### config.mk
export PLATFORM = sky130hd
export DESIGN_NAME = nvmpc_top
export DESIGN_NICKNAME = d
export VERILOG_FILES = /design/src/nvmpc_pkg.sv /design/src/nvmpc_top.sv
export VERILOG_INCLUDE_DIRS = /design/src
export SDC_FILE = /design/constraint.sdc
export NUM_CORES = 1
export LEC_CHECK = 0
export BUFFER_PORTS_ARGS = -buffer_cell sky130_fd_sc_hd__buf_2
export CAP_MARGIN = 20
export CORE_MARGIN = 4
export CORE_UTILIZATION = 40
export DETAILED_ROUTE_END_ITERATION = 12
export GPL_ROUTABILITY_DRIVEN = 0
export GPL_TIMING_DRIVEN = 0
export PLACE_DENSITY = 0.65
export REMOVE_ABC_BUFFERS = 1
export SLEW_MARGIN = 20
export SYNTH_ARGS = -nofsm -noshare
export SYNTH_HDL_FRONTEND = slang
export SYNTH_SLANG_ARGS = --single-unit
### constraint.sdc
create_clock -name clk_i -period 3.38 [get_ports clk_i]
set_input_delay 0 -clock clk_i [delete_from_list [all_inputs] [get_ports clk_i]]
set_output_delay 0 -clock clk_i [all_outputs]
set_load 0.005 [all_outputs]
### src/nvmpc_defs.svh
// Constants of the nonvolatile program control block: register indices, bit positions,
// reset values and reset hold counts.
// Assumes it is included by its bare name, after the package, by the design file.
`ifndef NVMPC_DEFS_SVH
`define NVMPC_DEFS_SVH

// ****************************************************************
// Register indices; the byte address on the bus is four times the index.
// ****************************************************************
`define NVMPC_IDX_CTRL 16'h0007
`define NVMPC_IDX_OPTION 16'h7fde
`define NVMPC_IDX_EP_ADDR 16'h0020
`define NVMPC_IDX_EP_DATA 16'h0021
`define NVMPC_IDX_EE_ADDR 16'h0022
`define NVMPC_IDX_EE_DATA 16'h0023

// ****************************************************************
// Control register bit positions.
// ****************************************************************
`define NVMPC_BIT_EP_LATCH 5
`define NVMPC_BIT_EP_PROG 4
`define NVMPC_BIT_EE_ERASE 2
`define NVMPC_BIT_EE_LATCH 1
`define NVMPC_BIT_EE_PUMP 0

// ****************************************************************
// Option byte bit position and reset hold counts in clock cycles.
// ****************************************************************
`define NVMPC_BIT_OPT_POR_HOLD 4
`define NVMPC_POR_HOLD_SHORT 12'd16
`define NVMPC_POR_HOLD_LONG 12'd4064

// ****************************************************************
// Reset and data values.
// ****************************************************************
`define NVMPC_ERASED_BYTE 8'h00
`define NVMPC_GARBAGE_BYTE 8'hff
`define NVMPC_ADDR_RST 16'h0000

`endif

### src/nvmpc_pkg.sv
// Types of the nonvolatile program control block.
// Assumes nothing of its surroundings; every user names items with the package prefix.
package nvmpc_pkg;

  // ****************************************************************
  // State machines of the two arrays, one-hot.
  // ****************************************************************
  typedef enum logic [2:0] {
    NVMPC_EP_READ = 3'b001,
    NVMPC_EP_LOAD = 3'b010,
    NVMPC_EP_PROG = 3'b100
  } nvmpc_ep_state_t;

  typedef enum logic [4:0] {
    NVMPC_EE_READ = 5'b00001,
    NVMPC_EE_LOAD_PROG = 5'b00010,
    NVMPC_EE_PROG = 5'b00100,
    NVMPC_EE_LOAD_ERASE = 5'b01000,
    NVMPC_EE_ERASE = 5'b10000
  } nvmpc_ee_state_t;

  // Visible control bits, decoded from the two state machines.
  typedef struct packed {
    logic ep_latch;
    logic ep_prog;
    logic ee_erase;
    logic ee_latch;
    logic ee_pump;
  } nvmpc_ctrl_t;

  // Captured EEPROM target handed to the array.
  typedef struct packed {
    logic [15:0] addr;
    logic [7:0] data;
  } nvmpc_ee_target_t;

endpackage

### src/nvmpc_top.sv
// Program and erase control for the on-chip EPROM and byte-erasable EEPROM, with a
// read-only option byte that sets the power-on reset hold time.
// Assumes a classic Wishbone master on clk_i, arrays that answer reads combinationally,
// and stop, power-on and pin reset events that come from outside the clock domain.
//
// The Wishbone register port was chosen for this implementation.
`timescale 1ns/10ps
`include "nvmpc_defs.svh"

module nvmpc_top #(
  parameter int ADDR_W = 18
) (
  input wire logic clk_i,
  input wire logic rst_i,
  input wire logic ce_i,
  input wire logic wb_cyc_i,
  input wire logic wb_stb_i,
  input wire logic wb_we_i,
  input wire logic [ADDR_W-1:0] wb_adr_i,
  input wire logic [3:0] wb_sel_i,
  input wire logic [31:0] wb_dat_i,
  output logic [31:0] wb_dat_o,
  output logic wb_ack_o,
  input wire logic stop_i,
  input wire logic por_i,
  input wire logic ext_reset_i,
  input wire logic [7:0] option_byte_i,
  input wire logic [7:0] eprom_rdata_i,
  input wire logic [7:0] eeprom_rdata_i,
  output logic [15:0] eprom_rd_addr_o,
  output logic eprom_vector_ok_o,
  output logic eprom_program_enable_o,
  output logic [15:0] eprom_prog_addr_o,
  output logic [127:0] eprom_prog_data_o,
  output logic eeprom_pump_enable_o,
  output logic eeprom_erase_select_o,
  output nvmpc_pkg::nvmpc_ee_target_t eeprom_target_o,
  output logic por_hold_time_select_o,
  output logic [11:0] por_hold_cycles_o
);

  // ****************************************************************
  // Declarations.
  // ****************************************************************
  nvmpc_pkg::nvmpc_ep_state_t ep_state_q;
  nvmpc_pkg::nvmpc_ee_state_t ee_state_q;
  nvmpc_pkg::nvmpc_ctrl_t ctrl;
  logic [2:0] sync1_q;
  logic [2:0] sync2_q;
  logic clr_evt;
  logic ack_q;
  logic req;
  logic [15:0] idx;
  logic ctrl_wr;
  logic ep_data_wr;
  logic ee_data_wr;
  logic [15:0] ep_addr_q;
  logic [15:0] ee_addr_q;
  logic [11:0] ep_group_q;
  logic ep_loaded_q;
  logic [7:0] ep_buf_q [16];
  logic ee_captured_q;
  logic ee_has_target;
  nvmpc_pkg::nvmpc_ee_target_t ee_target_q;
  logic [31:0] rdata_d;
  logic [31:0] rdata_q;
  logic [11:0] hold_q;

  // Word index of a byte address; every register sits in the low 16 bits of one word.
  function automatic logic [15:0] word_index(input logic [ADDR_W-1:0] adr);
    word_index = adr[17:2];
  endfunction

  // Updates either or both bytes of a 16-bit register under two byte lanes.
  function automatic logic [15:0] merge16(input logic [15:0] old, input logic [1:0] sel,
                                          input logic [15:0] wdat);
    merge16 = old;
    if (sel[0]) begin
      merge16[7:0] = wdat[7:0];
    end
    if (sel[1]) begin
      merge16[15:8] = wdat[15:8];
    end
  endfunction

  // ****************************************************************
  // Event synchronisers; the pins and STOP come from outside this clock.
  // ****************************************************************
  // A stretched or repeated event only clears the latches again, so no edge detect is needed.
  always_ff @(posedge clk_i) begin
    if (rst_i) begin
      sync1_q <= 3'b000;
      sync2_q <= 3'b000;
    end else if (ce_i) begin
      sync1_q <= {stop_i, por_i, ext_reset_i};
      sync2_q <= sync1_q;
    end
  end

  assign clr_evt = |sync2_q;

  // ****************************************************************
  // Wishbone slave: one wait state, every access answered.
  // ****************************************************************
  // Each access is acknowledged one cycle after it is seen; ack drops the cycle after.
  assign req = wb_cyc_i && wb_stb_i && !ack_q;
  assign idx = word_index(wb_adr_i);
  assign ctrl_wr = req && wb_we_i && wb_sel_i[0] && (idx == `NVMPC_IDX_CTRL);
  assign ep_data_wr = req && wb_we_i && wb_sel_i[0] && (idx == `NVMPC_IDX_EP_DATA);
  assign ee_data_wr = req && wb_we_i && wb_sel_i[0] && (idx == `NVMPC_IDX_EE_DATA);

  always_ff @(posedge clk_i) begin
    if (rst_i) begin
      ack_q <= 1'b0;
    end else if (ce_i) begin
      ack_q <= req;
    end
  end

  assign wb_ack_o = ack_q;

  // ****************************************************************
  // Visible control bits.
  // ****************************************************************
  // The bit pairs are pure decodes of the states, so illegal combinations cannot exist.
  always_comb begin
    ctrl.ep_latch = (ep_state_q != nvmpc_pkg::NVMPC_EP_READ);
    ctrl.ep_prog = (ep_state_q == nvmpc_pkg::NVMPC_EP_PROG);
    ctrl.ee_latch = (ee_state_q != nvmpc_pkg::NVMPC_EE_READ);
    ctrl.ee_pump = (ee_state_q == nvmpc_pkg::NVMPC_EE_PROG) ||
                   (ee_state_q == nvmpc_pkg::NVMPC_EE_ERASE);
    ctrl.ee_erase = (ee_state_q == nvmpc_pkg::NVMPC_EE_LOAD_ERASE) ||
                    (ee_state_q == nvmpc_pkg::NVMPC_EE_ERASE);
  end

  // ****************************************************************
  // EPROM state machine.
  // ****************************************************************
  // STOP and resets win over any software write in the same cycle.
  always_ff @(posedge clk_i) begin
    if (rst_i) begin
      ep_state_q <= nvmpc_pkg::NVMPC_EP_READ;
    end else if (ce_i) begin
      if (clr_evt) begin
        ep_state_q <= nvmpc_pkg::NVMPC_EP_READ;
      end else if (ctrl_wr) begin
        case (ep_state_q)
          nvmpc_pkg::NVMPC_EP_READ: begin
            if (wb_dat_i[`NVMPC_BIT_EP_LATCH]) begin
              ep_state_q <= nvmpc_pkg::NVMPC_EP_LOAD;
            end
          end
          nvmpc_pkg::NVMPC_EP_LOAD: begin
            if (!wb_dat_i[`NVMPC_BIT_EP_LATCH]) begin
              ep_state_q <= nvmpc_pkg::NVMPC_EP_READ;
            end else if (wb_dat_i[`NVMPC_BIT_EP_PROG] && ep_loaded_q) begin
              ep_state_q <= nvmpc_pkg::NVMPC_EP_PROG;
            end
          end
          nvmpc_pkg::NVMPC_EP_PROG: begin
            // A zero in the program bit alone leaves programming running.
            if (!wb_dat_i[`NVMPC_BIT_EP_LATCH]) begin
              ep_state_q <= nvmpc_pkg::NVMPC_EP_READ;
            end
          end
          default: begin
            ep_state_q <= nvmpc_pkg::NVMPC_EP_READ;
          end
        endcase
      end
    end
  end

  // ****************************************************************
  // EPROM address and sixteen-byte latch.
  // ****************************************************************
  // The first byte fixes the group; bytes outside it are dropped rather than corrupting it.
  // Read mode holds every lane of the buffer at the erased value, so lanes that
  // software never loads program nothing.
  always_ff @(posedge clk_i) begin
    if (rst_i) begin
      ep_addr_q <= `NVMPC_ADDR_RST;
      ep_group_q <= 12'h000;
      ep_loaded_q <= 1'b0;
      for (int i = 0; i < 16; i++) begin
        ep_buf_q[i] <= `NVMPC_ERASED_BYTE;
      end
    end else if (ce_i) begin
      if (req && wb_we_i && (idx == `NVMPC_IDX_EP_ADDR)) begin
        ep_addr_q <= merge16(ep_addr_q, wb_sel_i[1:0], wb_dat_i[15:0]);
      end
      if (!ctrl.ep_latch) begin
        ep_loaded_q <= 1'b0;
        for (int i = 0; i < 16; i++) begin
          ep_buf_q[i] <= `NVMPC_ERASED_BYTE;
        end
      end else if (ep_data_wr && (ep_state_q == nvmpc_pkg::NVMPC_EP_LOAD)) begin
        if (!ep_loaded_q || (ep_addr_q[15:4] == ep_group_q)) begin
          ep_group_q <= ep_addr_q[15:4];
          ep_loaded_q <= 1'b1;
          ep_buf_q[ep_addr_q[3:0]] <= wb_dat_i[7:0];
        end
      end
    end
  end

  // ****************************************************************
  // EEPROM state machine.
  // ****************************************************************
  // The capture flag lags the latch by one cycle after a clear, so it only counts while
  // the latch is set; a stale flag would otherwise start the pump or block a reload.
  assign ee_has_target = ee_captured_q && ctrl.ee_latch;

  // Erase select may move between the two load states only until a target is captured.
  always_ff @(posedge clk_i) begin
    if (rst_i) begin
      ee_state_q <= nvmpc_pkg::NVMPC_EE_READ;
    end else if (ce_i) begin
      if (clr_evt) begin
        ee_state_q <= nvmpc_pkg::NVMPC_EE_READ;
      end else if (ctrl_wr) begin
        if (!wb_dat_i[`NVMPC_BIT_EE_LATCH]) begin
          ee_state_q <= nvmpc_pkg::NVMPC_EE_READ;
        end else begin
          case (ee_state_q)
            nvmpc_pkg::NVMPC_EE_READ,
            nvmpc_pkg::NVMPC_EE_LOAD_PROG,
            nvmpc_pkg::NVMPC_EE_LOAD_ERASE: begin
              if (ee_has_target && wb_dat_i[`NVMPC_BIT_EE_PUMP]) begin
                ee_state_q <= (ee_state_q == nvmpc_pkg::NVMPC_EE_LOAD_ERASE) ?
                              nvmpc_pkg::NVMPC_EE_ERASE : nvmpc_pkg::NVMPC_EE_PROG;
              end else if (!ee_has_target) begin
                ee_state_q <= wb_dat_i[`NVMPC_BIT_EE_ERASE] ?
                              nvmpc_pkg::NVMPC_EE_LOAD_ERASE :
                              nvmpc_pkg::NVMPC_EE_LOAD_PROG;
              end
            end
            nvmpc_pkg::NVMPC_EE_PROG,
            nvmpc_pkg::NVMPC_EE_ERASE: begin
              ee_state_q <= ee_state_q;
            end
            default: begin
              ee_state_q <= nvmpc_pkg::NVMPC_EE_READ;
            end
          endcase
        end
      end
    end
  end

  // ****************************************************************
  // EEPROM address and target capture.
  // ****************************************************************
  // A data write while loading captures the address register and the byte as one target.
  always_ff @(posedge clk_i) begin
    if (rst_i) begin
      ee_addr_q <= `NVMPC_ADDR_RST;
      ee_captured_q <= 1'b0;
      ee_target_q <= '0;
    end else if (ce_i) begin
      if (req && wb_we_i && (idx == `NVMPC_IDX_EE_ADDR)) begin
        ee_addr_q <= merge16(ee_addr_q, wb_sel_i[1:0], wb_dat_i[15:0]);
      end
      if (!ctrl.ee_latch) begin
        ee_captured_q <= 1'b0;
      end else if (ee_data_wr && !ctrl.ee_pump) begin
        ee_captured_q <= 1'b1;
        ee_target_q.addr <= ee_addr_q;
        ee_target_q.data <= wb_dat_i[7:0];
      end
    end
  end

  // ****************************************************************
  // Read data.
  // ****************************************************************
  // Array reads bypass the latch contents; while latched the EPROM answers a fixed pattern.
  always_comb begin
    rdata_d = 32'h0000_0000;
    case (idx)
      `NVMPC_IDX_CTRL: begin
        rdata_d[`NVMPC_BIT_EP_LATCH] = ctrl.ep_latch;
        rdata_d[`NVMPC_BIT_EP_PROG] = ctrl.ep_prog;
        rdata_d[`NVMPC_BIT_EE_ERASE] = ctrl.ee_erase;
        rdata_d[`NVMPC_BIT_EE_LATCH] = ctrl.ee_latch;
        rdata_d[`NVMPC_BIT_EE_PUMP] = ctrl.ee_pump;
      end
      `NVMPC_IDX_OPTION: begin
        rdata_d[7:0] = option_byte_i;
      end
      `NVMPC_IDX_EP_ADDR: begin
        rdata_d[15:0] = ep_addr_q;
      end
      `NVMPC_IDX_EP_DATA: begin
        rdata_d[7:0] = ctrl.ep_latch ? `NVMPC_GARBAGE_BYTE : eprom_rdata_i;
      end
      `NVMPC_IDX_EE_ADDR: begin
        rdata_d[15:0] = ee_addr_q;
      end
      `NVMPC_IDX_EE_DATA: begin
        rdata_d[7:0] = ctrl.ee_latch ? `NVMPC_GARBAGE_BYTE : eeprom_rdata_i;
      end
      default: begin
        rdata_d = 32'h0000_0000;
      end
    endcase
  end

  always_ff @(posedge clk_i) begin
    if (rst_i) begin
      rdata_q <= 32'h0000_0000;
    end else if (ce_i && req && !wb_we_i) begin
      rdata_q <= rdata_d;
    end
  end

  assign wb_dat_o = rdata_q;

  // ****************************************************************
  // Power-on reset hold time from the option byte.
  // ****************************************************************
  // The option byte is never reset; only the derived count is, and it follows the byte.
  always_ff @(posedge clk_i) begin
    if (rst_i) begin
      hold_q <= `NVMPC_POR_HOLD_LONG;
    end else if (ce_i) begin
      hold_q <= option_byte_i[`NVMPC_BIT_OPT_POR_HOLD] ?
                `NVMPC_POR_HOLD_SHORT : `NVMPC_POR_HOLD_LONG;
    end
  end

  // ****************************************************************
  // Array-side outputs.
  // ****************************************************************
  // Vectors are only fetched while the array is in plain read mode.
  assign eprom_vector_ok_o = !ctrl.ep_latch;
  assign eprom_rd_addr_o = ep_addr_q;
  assign eprom_program_enable_o = ctrl.ep_prog;
  assign eprom_prog_addr_o = {ep_group_q, 4'h0};
  always_comb begin
    for (int i = 0; i < 16; i++) begin
      eprom_prog_data_o[i*8 +: 8] = ep_buf_q[i];
    end
  end
  assign eeprom_pump_enable_o = ctrl.ee_pump;
  assign eeprom_erase_select_o = ctrl.ee_erase;
  assign eeprom_target_o = ee_target_q;
  assign por_hold_time_select_o = option_byte_i[`NVMPC_BIT_OPT_POR_HOLD];
  assign por_hold_cycles_o = hold_q;
endmodule

Word-level counts from Yosys, hierarchy flattened
Memories as Yosys holds them, arrays and structs flattened.
Cells that the tools add are included.
{"block": "op_classes", "muxes": 59, "eq_ne": 25, "n_reduce_logical": 39, "bitwise_logic": 16}
{"cell": "$mux 8", "n": 19}
{"cell": "$eq 16x6->1 const B", "n": 4}
{"cell": "$mux 5", "n": 6}
{"cell": "$mux 1", "n": 18}
{"cell": "$mux 3", "n": 6}
{"cell": "$pmux 3 s6", "n": 1}
{"cell": "$reduce_and 3->1", "n": 6}
{"cell": "$eq 16x15->1 const B", "n": 1}
{"cell": "$eq 16x3->1 const B", "n": 1}
{"cell": "$logic_and 1x1->1", "n": 16}
{"cell": "$or 1x1->1", "n": 16}
{"cell": "$pmux 8 s2", "n": 1}
{"cell": "$eq 12x12->1", "n": 1}
{"cell": "$mux 12", "n": 1}
{"cell": "$pmux 2 s6", "n": 1}
{"cell": "$pmux 2 s5", "n": 1}
{"cell": "$pmux 5 s2", "n": 1}
{"cell": "$pmux 3 s3", "n": 1}
{"cell": "$mux 4", "n": 2}
{"cell": "$reduce_and 4->1", "n": 2}
{"cell": "$reduce_or 8->1", "n": 1}
{"cell": "$ne 2x1->1 const B", "n": 3}
{"cell": "$ne 3x3->1 const B", "n": 2}
{"cell": "$reduce_or 3->1", "n": 2}
{"cell": "other kinds (20)", "n": 26}
{"block": "word_totals", "n_memories": 1, "input_bits": 87, "reg_bits": 113, "ram_bits": 128, "out_inout_bits": 234, "word_cells": 156}
{"memory": "ep_buf_q", "words": 16, "width": 8, "read_ports": 16, "rd_clocked_by_memory_dff": 0, "write_ports": 16, "line": "nvmpc_top.sv:61", "text": "logic [7:0] ep_buf_q [16];"}

Logic depth before layout (Yosys ltp)
{"block": "logic_depth", "word_depth": 13, "mapped_depth": 9, "depth_no_buf": 5}

Least setup slack after synthesis
OpenSTA, ideal clock, no wires.
{"block": "synth_timing", "path_kind": "reg2reg", "from": "register ep_addr_q[4], in the netlist eprom_rd_addr_o[4]", "to": "memory ep_buf_q[0][0], enable pin", "path_stages_with_launch": 6, "synth_period_minus_slack_ns": 3.066, "setup_time_ns": 0.398, "required_time_ns": 2.982, "t_arrival_ns": 2.668, "setup_slack_ns": 0.314, "n_path_buf": 0, "path_cell_list": "dfxtp_1 -> xnor2_1 -> nand4_1 -> o31ai_1 -> nand2_1 -> o41ai_1"}
{"element": "start, declared", "line": "nvmpc_top.sv:57", "text": "logic [15:0] ep_addr_q;"}
{"element": "start signal, assigned", "line": "nvmpc_top.sv:182", "text": "ep_addr_q <= `NVMPC_ADDR_RST;"}
{"element": "start signal, assigned", "line": "nvmpc_top.sv:190", "text": "ep_addr_q <= merge16(ep_addr_q, wb_sel_i[1:0], wb_dat_i[15:0]);"}
{"element": "end, declared", "line": "nvmpc_top.sv:61"}

==> summary.md <==
| Metric | Value |
|---|---|
| Die W | 165 um |
| Die height | 165 um |
| IO Count | 321 |
| Layout cell share with drive strength beyond 1 | 28.9% |
| Clock sink count | 231 |
| Slowest stage delay, CP | 0.64 ns |
| HP Start | wb_stb_i |
| Placed Cells | 1491 |
| Setup TNS | 0 ns |
| Final core utilization | 52.8% |
| Syn-to-layout area delta | 30.2% |
| GRT overflow | 0 |
| Overall global routing resource usage | 21.6% |
| Vias per cell | 5.16 |
| Post-synth EDFFs | 128 |
| Critical path capture point type | register |
| Clock slew at reported path FFs | 0.06 ns |
| RR Startpoint | wb_ack_o |
| CTS Buf Count | 25 |
| Peak Freq | 330 MHz |
| H-tree depth | 1 |
| CP startpoint | wb_ack_o |
| Worst Hold Class | input pin to register |
| Post-synth ARST share | 0% |
| Largest net degree at the start of global routing | 103 |
| Worst path cell trace | and4b_1 > and3_2 > nand4_2 > or3_1 > o21ai_2 |
| Vias | 8185 |
| Clk buf depth | 3 |
| Syn Area/Cell | 10.4 um2 |
| Initial antenna violation count | 3 |
| Filler Cell Count | 2173 |
| Wire per inst | 19.3 um |
| Final worst path period share | 89.6% |
| CP Class | register to register |
| Worst endpoint required time | 3.54 ns |
| Hold path depth | 4 |
| Area of the multi-input gates | 3640 um2 |
| Die area | 27200 um2 |
| Seq/Total Area, Yosys | 60.0% |
| DRC | 0 |
| Commonest non-fill, non-tap cells in the layout | buf_2, nor2_1, edfxtp_1 |
| Post-Syn Area | 9840 um2 |
| Hold EP | wb_ack_o |
| Setup violators final | 0 |
| Post-layout min period | 3.03 ns |
| Crit path max-delay family | simple AND/OR/NAND/NOR gates |
| Crit Path Max Fanout | 18 |
| Critical path buffers and inverters | 0 |
| Max IR drop VDD | 0.276 mV |
| Antenna-violating nets left | 0 |
| Total Wirelength | 30500 um |
| Worst Reg-to-Reg Cells | 5 |
| Max Cap Viol | 0 |
| Status | finished, final reports clean |
| Row cnt | 57 |
| Max-slew headroom | 26.5% |
| R2R Setup Slk | 0.35 ns |
| RSZ-0062 raised after global routing | false |
| Drt pass-1 iters | 5 |
| DP HPWL | 21400 um |
| Port-buffer cells | 276 |
| Primary FF master, synth | edfxtp_1 |
| Initial Util | 40.6% |
| Vias in the first global route | 7814 |
| CP startpoint kind | register |
| Slew @ Worst Pin | 1.09 ns |
| Unique masters post-synth | 60 |
| Crit path DAT | 3.18 ns |
| Worst reg2reg endpoint | ep_buf_q[10][2] |
| Post-Synthesis Cells | 943 |
| Iteration-0 DRC Markers | 686 |
| Clock Latency Late Sink | 0.51 ns |
| Slowest CP cell | or3_1 |
| Commonest non-fill, non-tap cell in the layout | buf_2 |
| Clock Skew | 0.0122 ns |
| Leakage | 0.00532 uW |
| Synth warn | 0 |
| Reg area | 5910 um2 |
| WP depth | 5 |
| Pins over their slew limit | 0 |
| Core box area | 24200 um2 |
| Synth Register Bits | 231 |
| CTS tree | yes |
| Fin cells | 1585 |
| Final #Nets | 1327 |
| First-pass GRT wire length | 45800 um |
| Clock root cell | clkbuf_16 |
| Worst hold slack | 0.0565 ns |
| PD cells | 492 nW/um2 |
| Count of final hold-check violations | 0 |
==> metal layers <==
layer,part of all wire [%],vias to the layer above,global-route usage (%)
met2,47,339,35.9
met4,2.2,0,6.47
met5,0,-,0
met1,43,3905,29.5
li1,-,3898,-
met3,7.4,43,3.09
==> cells by family (layout without fill, tap and decap cells) <==
| logic type | count (synthesis) | after routing | share of synthesized area [%] |
|---|---|---|---|
| compound gates | 149 | 149 | 9.30 |
| buf+inv | 92 | 384 | 4.99 |
| flops | 231 | 231 | 60.0 |
| mux | 37 | 37 | 3.79 |
| other cells | 1 | 27 | 0.0381 |
| simple gates | 417 | 417 | 20.4 |
| xor+xnor | 16 | 16 | 1.42 |
==> synthesized netlist by cell type, drive strengths merged (2+ instances only) <==
master | number | share of area (%)
a211oi | 19 | 1.5
a21oi | 61 | 3.1
a221oi | 6 | 0.53
a22oi | 8 | 0.61
a31oi | 5 | 0.32
and2 | 19 | 1.2
and3 | 2 | 0.13
and4 | 2 | 0.18
buf | 44 | 3.2
clkbuf | 44 | 1.7
dfxtp | 103 | 21
edfxtp | 128 | 39
inv | 4 | 0.15
mux2 | 2 | 0.23
mux2i | 35 | 3.6
nand2 | 89 | 3.4
nand2b | 23 | 1.5
nand3 | 26 | 1.3
nand4 | 16 | 1.1
nand4b | 3 | 0.27
nor2 | 181 | 6.9
nor2b | 8 | 0.51
nor3 | 10 | 0.73
nor3b | 2 | 0.15
nor4 | 13 | 1.1
o21a | 3 | 0.23
o21ai | 27 | 1.4
o21bai | 3 | 0.23
o22ai | 3 | 0.19
o41ai | 8 | 0.71
or2 | 3 | 0.19
or3 | 3 | 0.19
or4 | 9 | 0.80
or4bb | 2 | 0.23
xnor2 | 14 | 1.2
xor2 | 2 | 0.18
==> layout make-up <==
class,instances,area share (%)
tap,324,3.16
clock inverter,8,0.996
timing repair buffer,335,15.4
antenna,3,0.0586
clock buffer,37,5.72
multi-input combinational,643,28.4
inverter,4,0.117
sequential,231,46.1
==> worst max path at each step <==
stage                 endpoint  slack (ns)
3_3_place_gp    ep_buf_q[3][2]       -1.85
6_report       ep_buf_q[10][2]        0.35
5_1_grt        ep_buf_q[10][7]        0.14
4_1_cts        ep_buf_q[10][0]        0.08
3_5_place_dp   ep_buf_q[14][7]       -0.36
2_1_floorplan   ep_buf_q[0][0]       -0.25
==> sequential cells by signal, indices dropped and copies added (netlist names) <==
signal             cells
ep_state_q             3
sync2_q                3
ee_state_q             5
ep_group_q            12
eprom_rd_addr_o       16
sync1_q                3
ee_captured_q          1
wb_ack_o               1
wb_dat_o              16
ep_buf_q             128
por_hold_cycles_o      2
ee_addr_q             16
eeprom_target_o       24
ep_loaded_q            1
==> worst min-delay path: cells and delay by family <==
family                 cells  cell delay (ns)
AO/OA/AOI/OAI              1             0.14
buffers and inverters      1             0.09
AND/OR/NAND/NOR            2             0.29
==> stage by stage <==
stage,total power [uW],setup slack (ns),instance area (um2)
floorplan,3230,-0.251,9450
global placement,3450,-1.85,11200
detailed placement,3470,-0.360,11500
CTS,6340,0.0836,12800
global route,6510,0.141,12800
finish,6300,0.352,12800
==> what timing repair did <==
item                                    4_1_cts  5_1_grt
buffers inserted                              0        4
hold buffers                                 42        0
endpoints found under the setup margin       24       86
resized for setup                             5        2
hold endpoints to repair                     65        0
pin swaps                                     0        1
==> report_power, final <==
group | leakage (uW) | internal (uW) | switching (uW) | total, uW
clock network | 0.000412 | 1740 | 1120 | 2860
registers | 0.00226 | 3030 | 28.3 | 3060
logic | 0.00265 | 157 | 231 | 389
total | 0.00532 | 4920 | 1380 | 6300
Power figures use the tool's default switching activity.
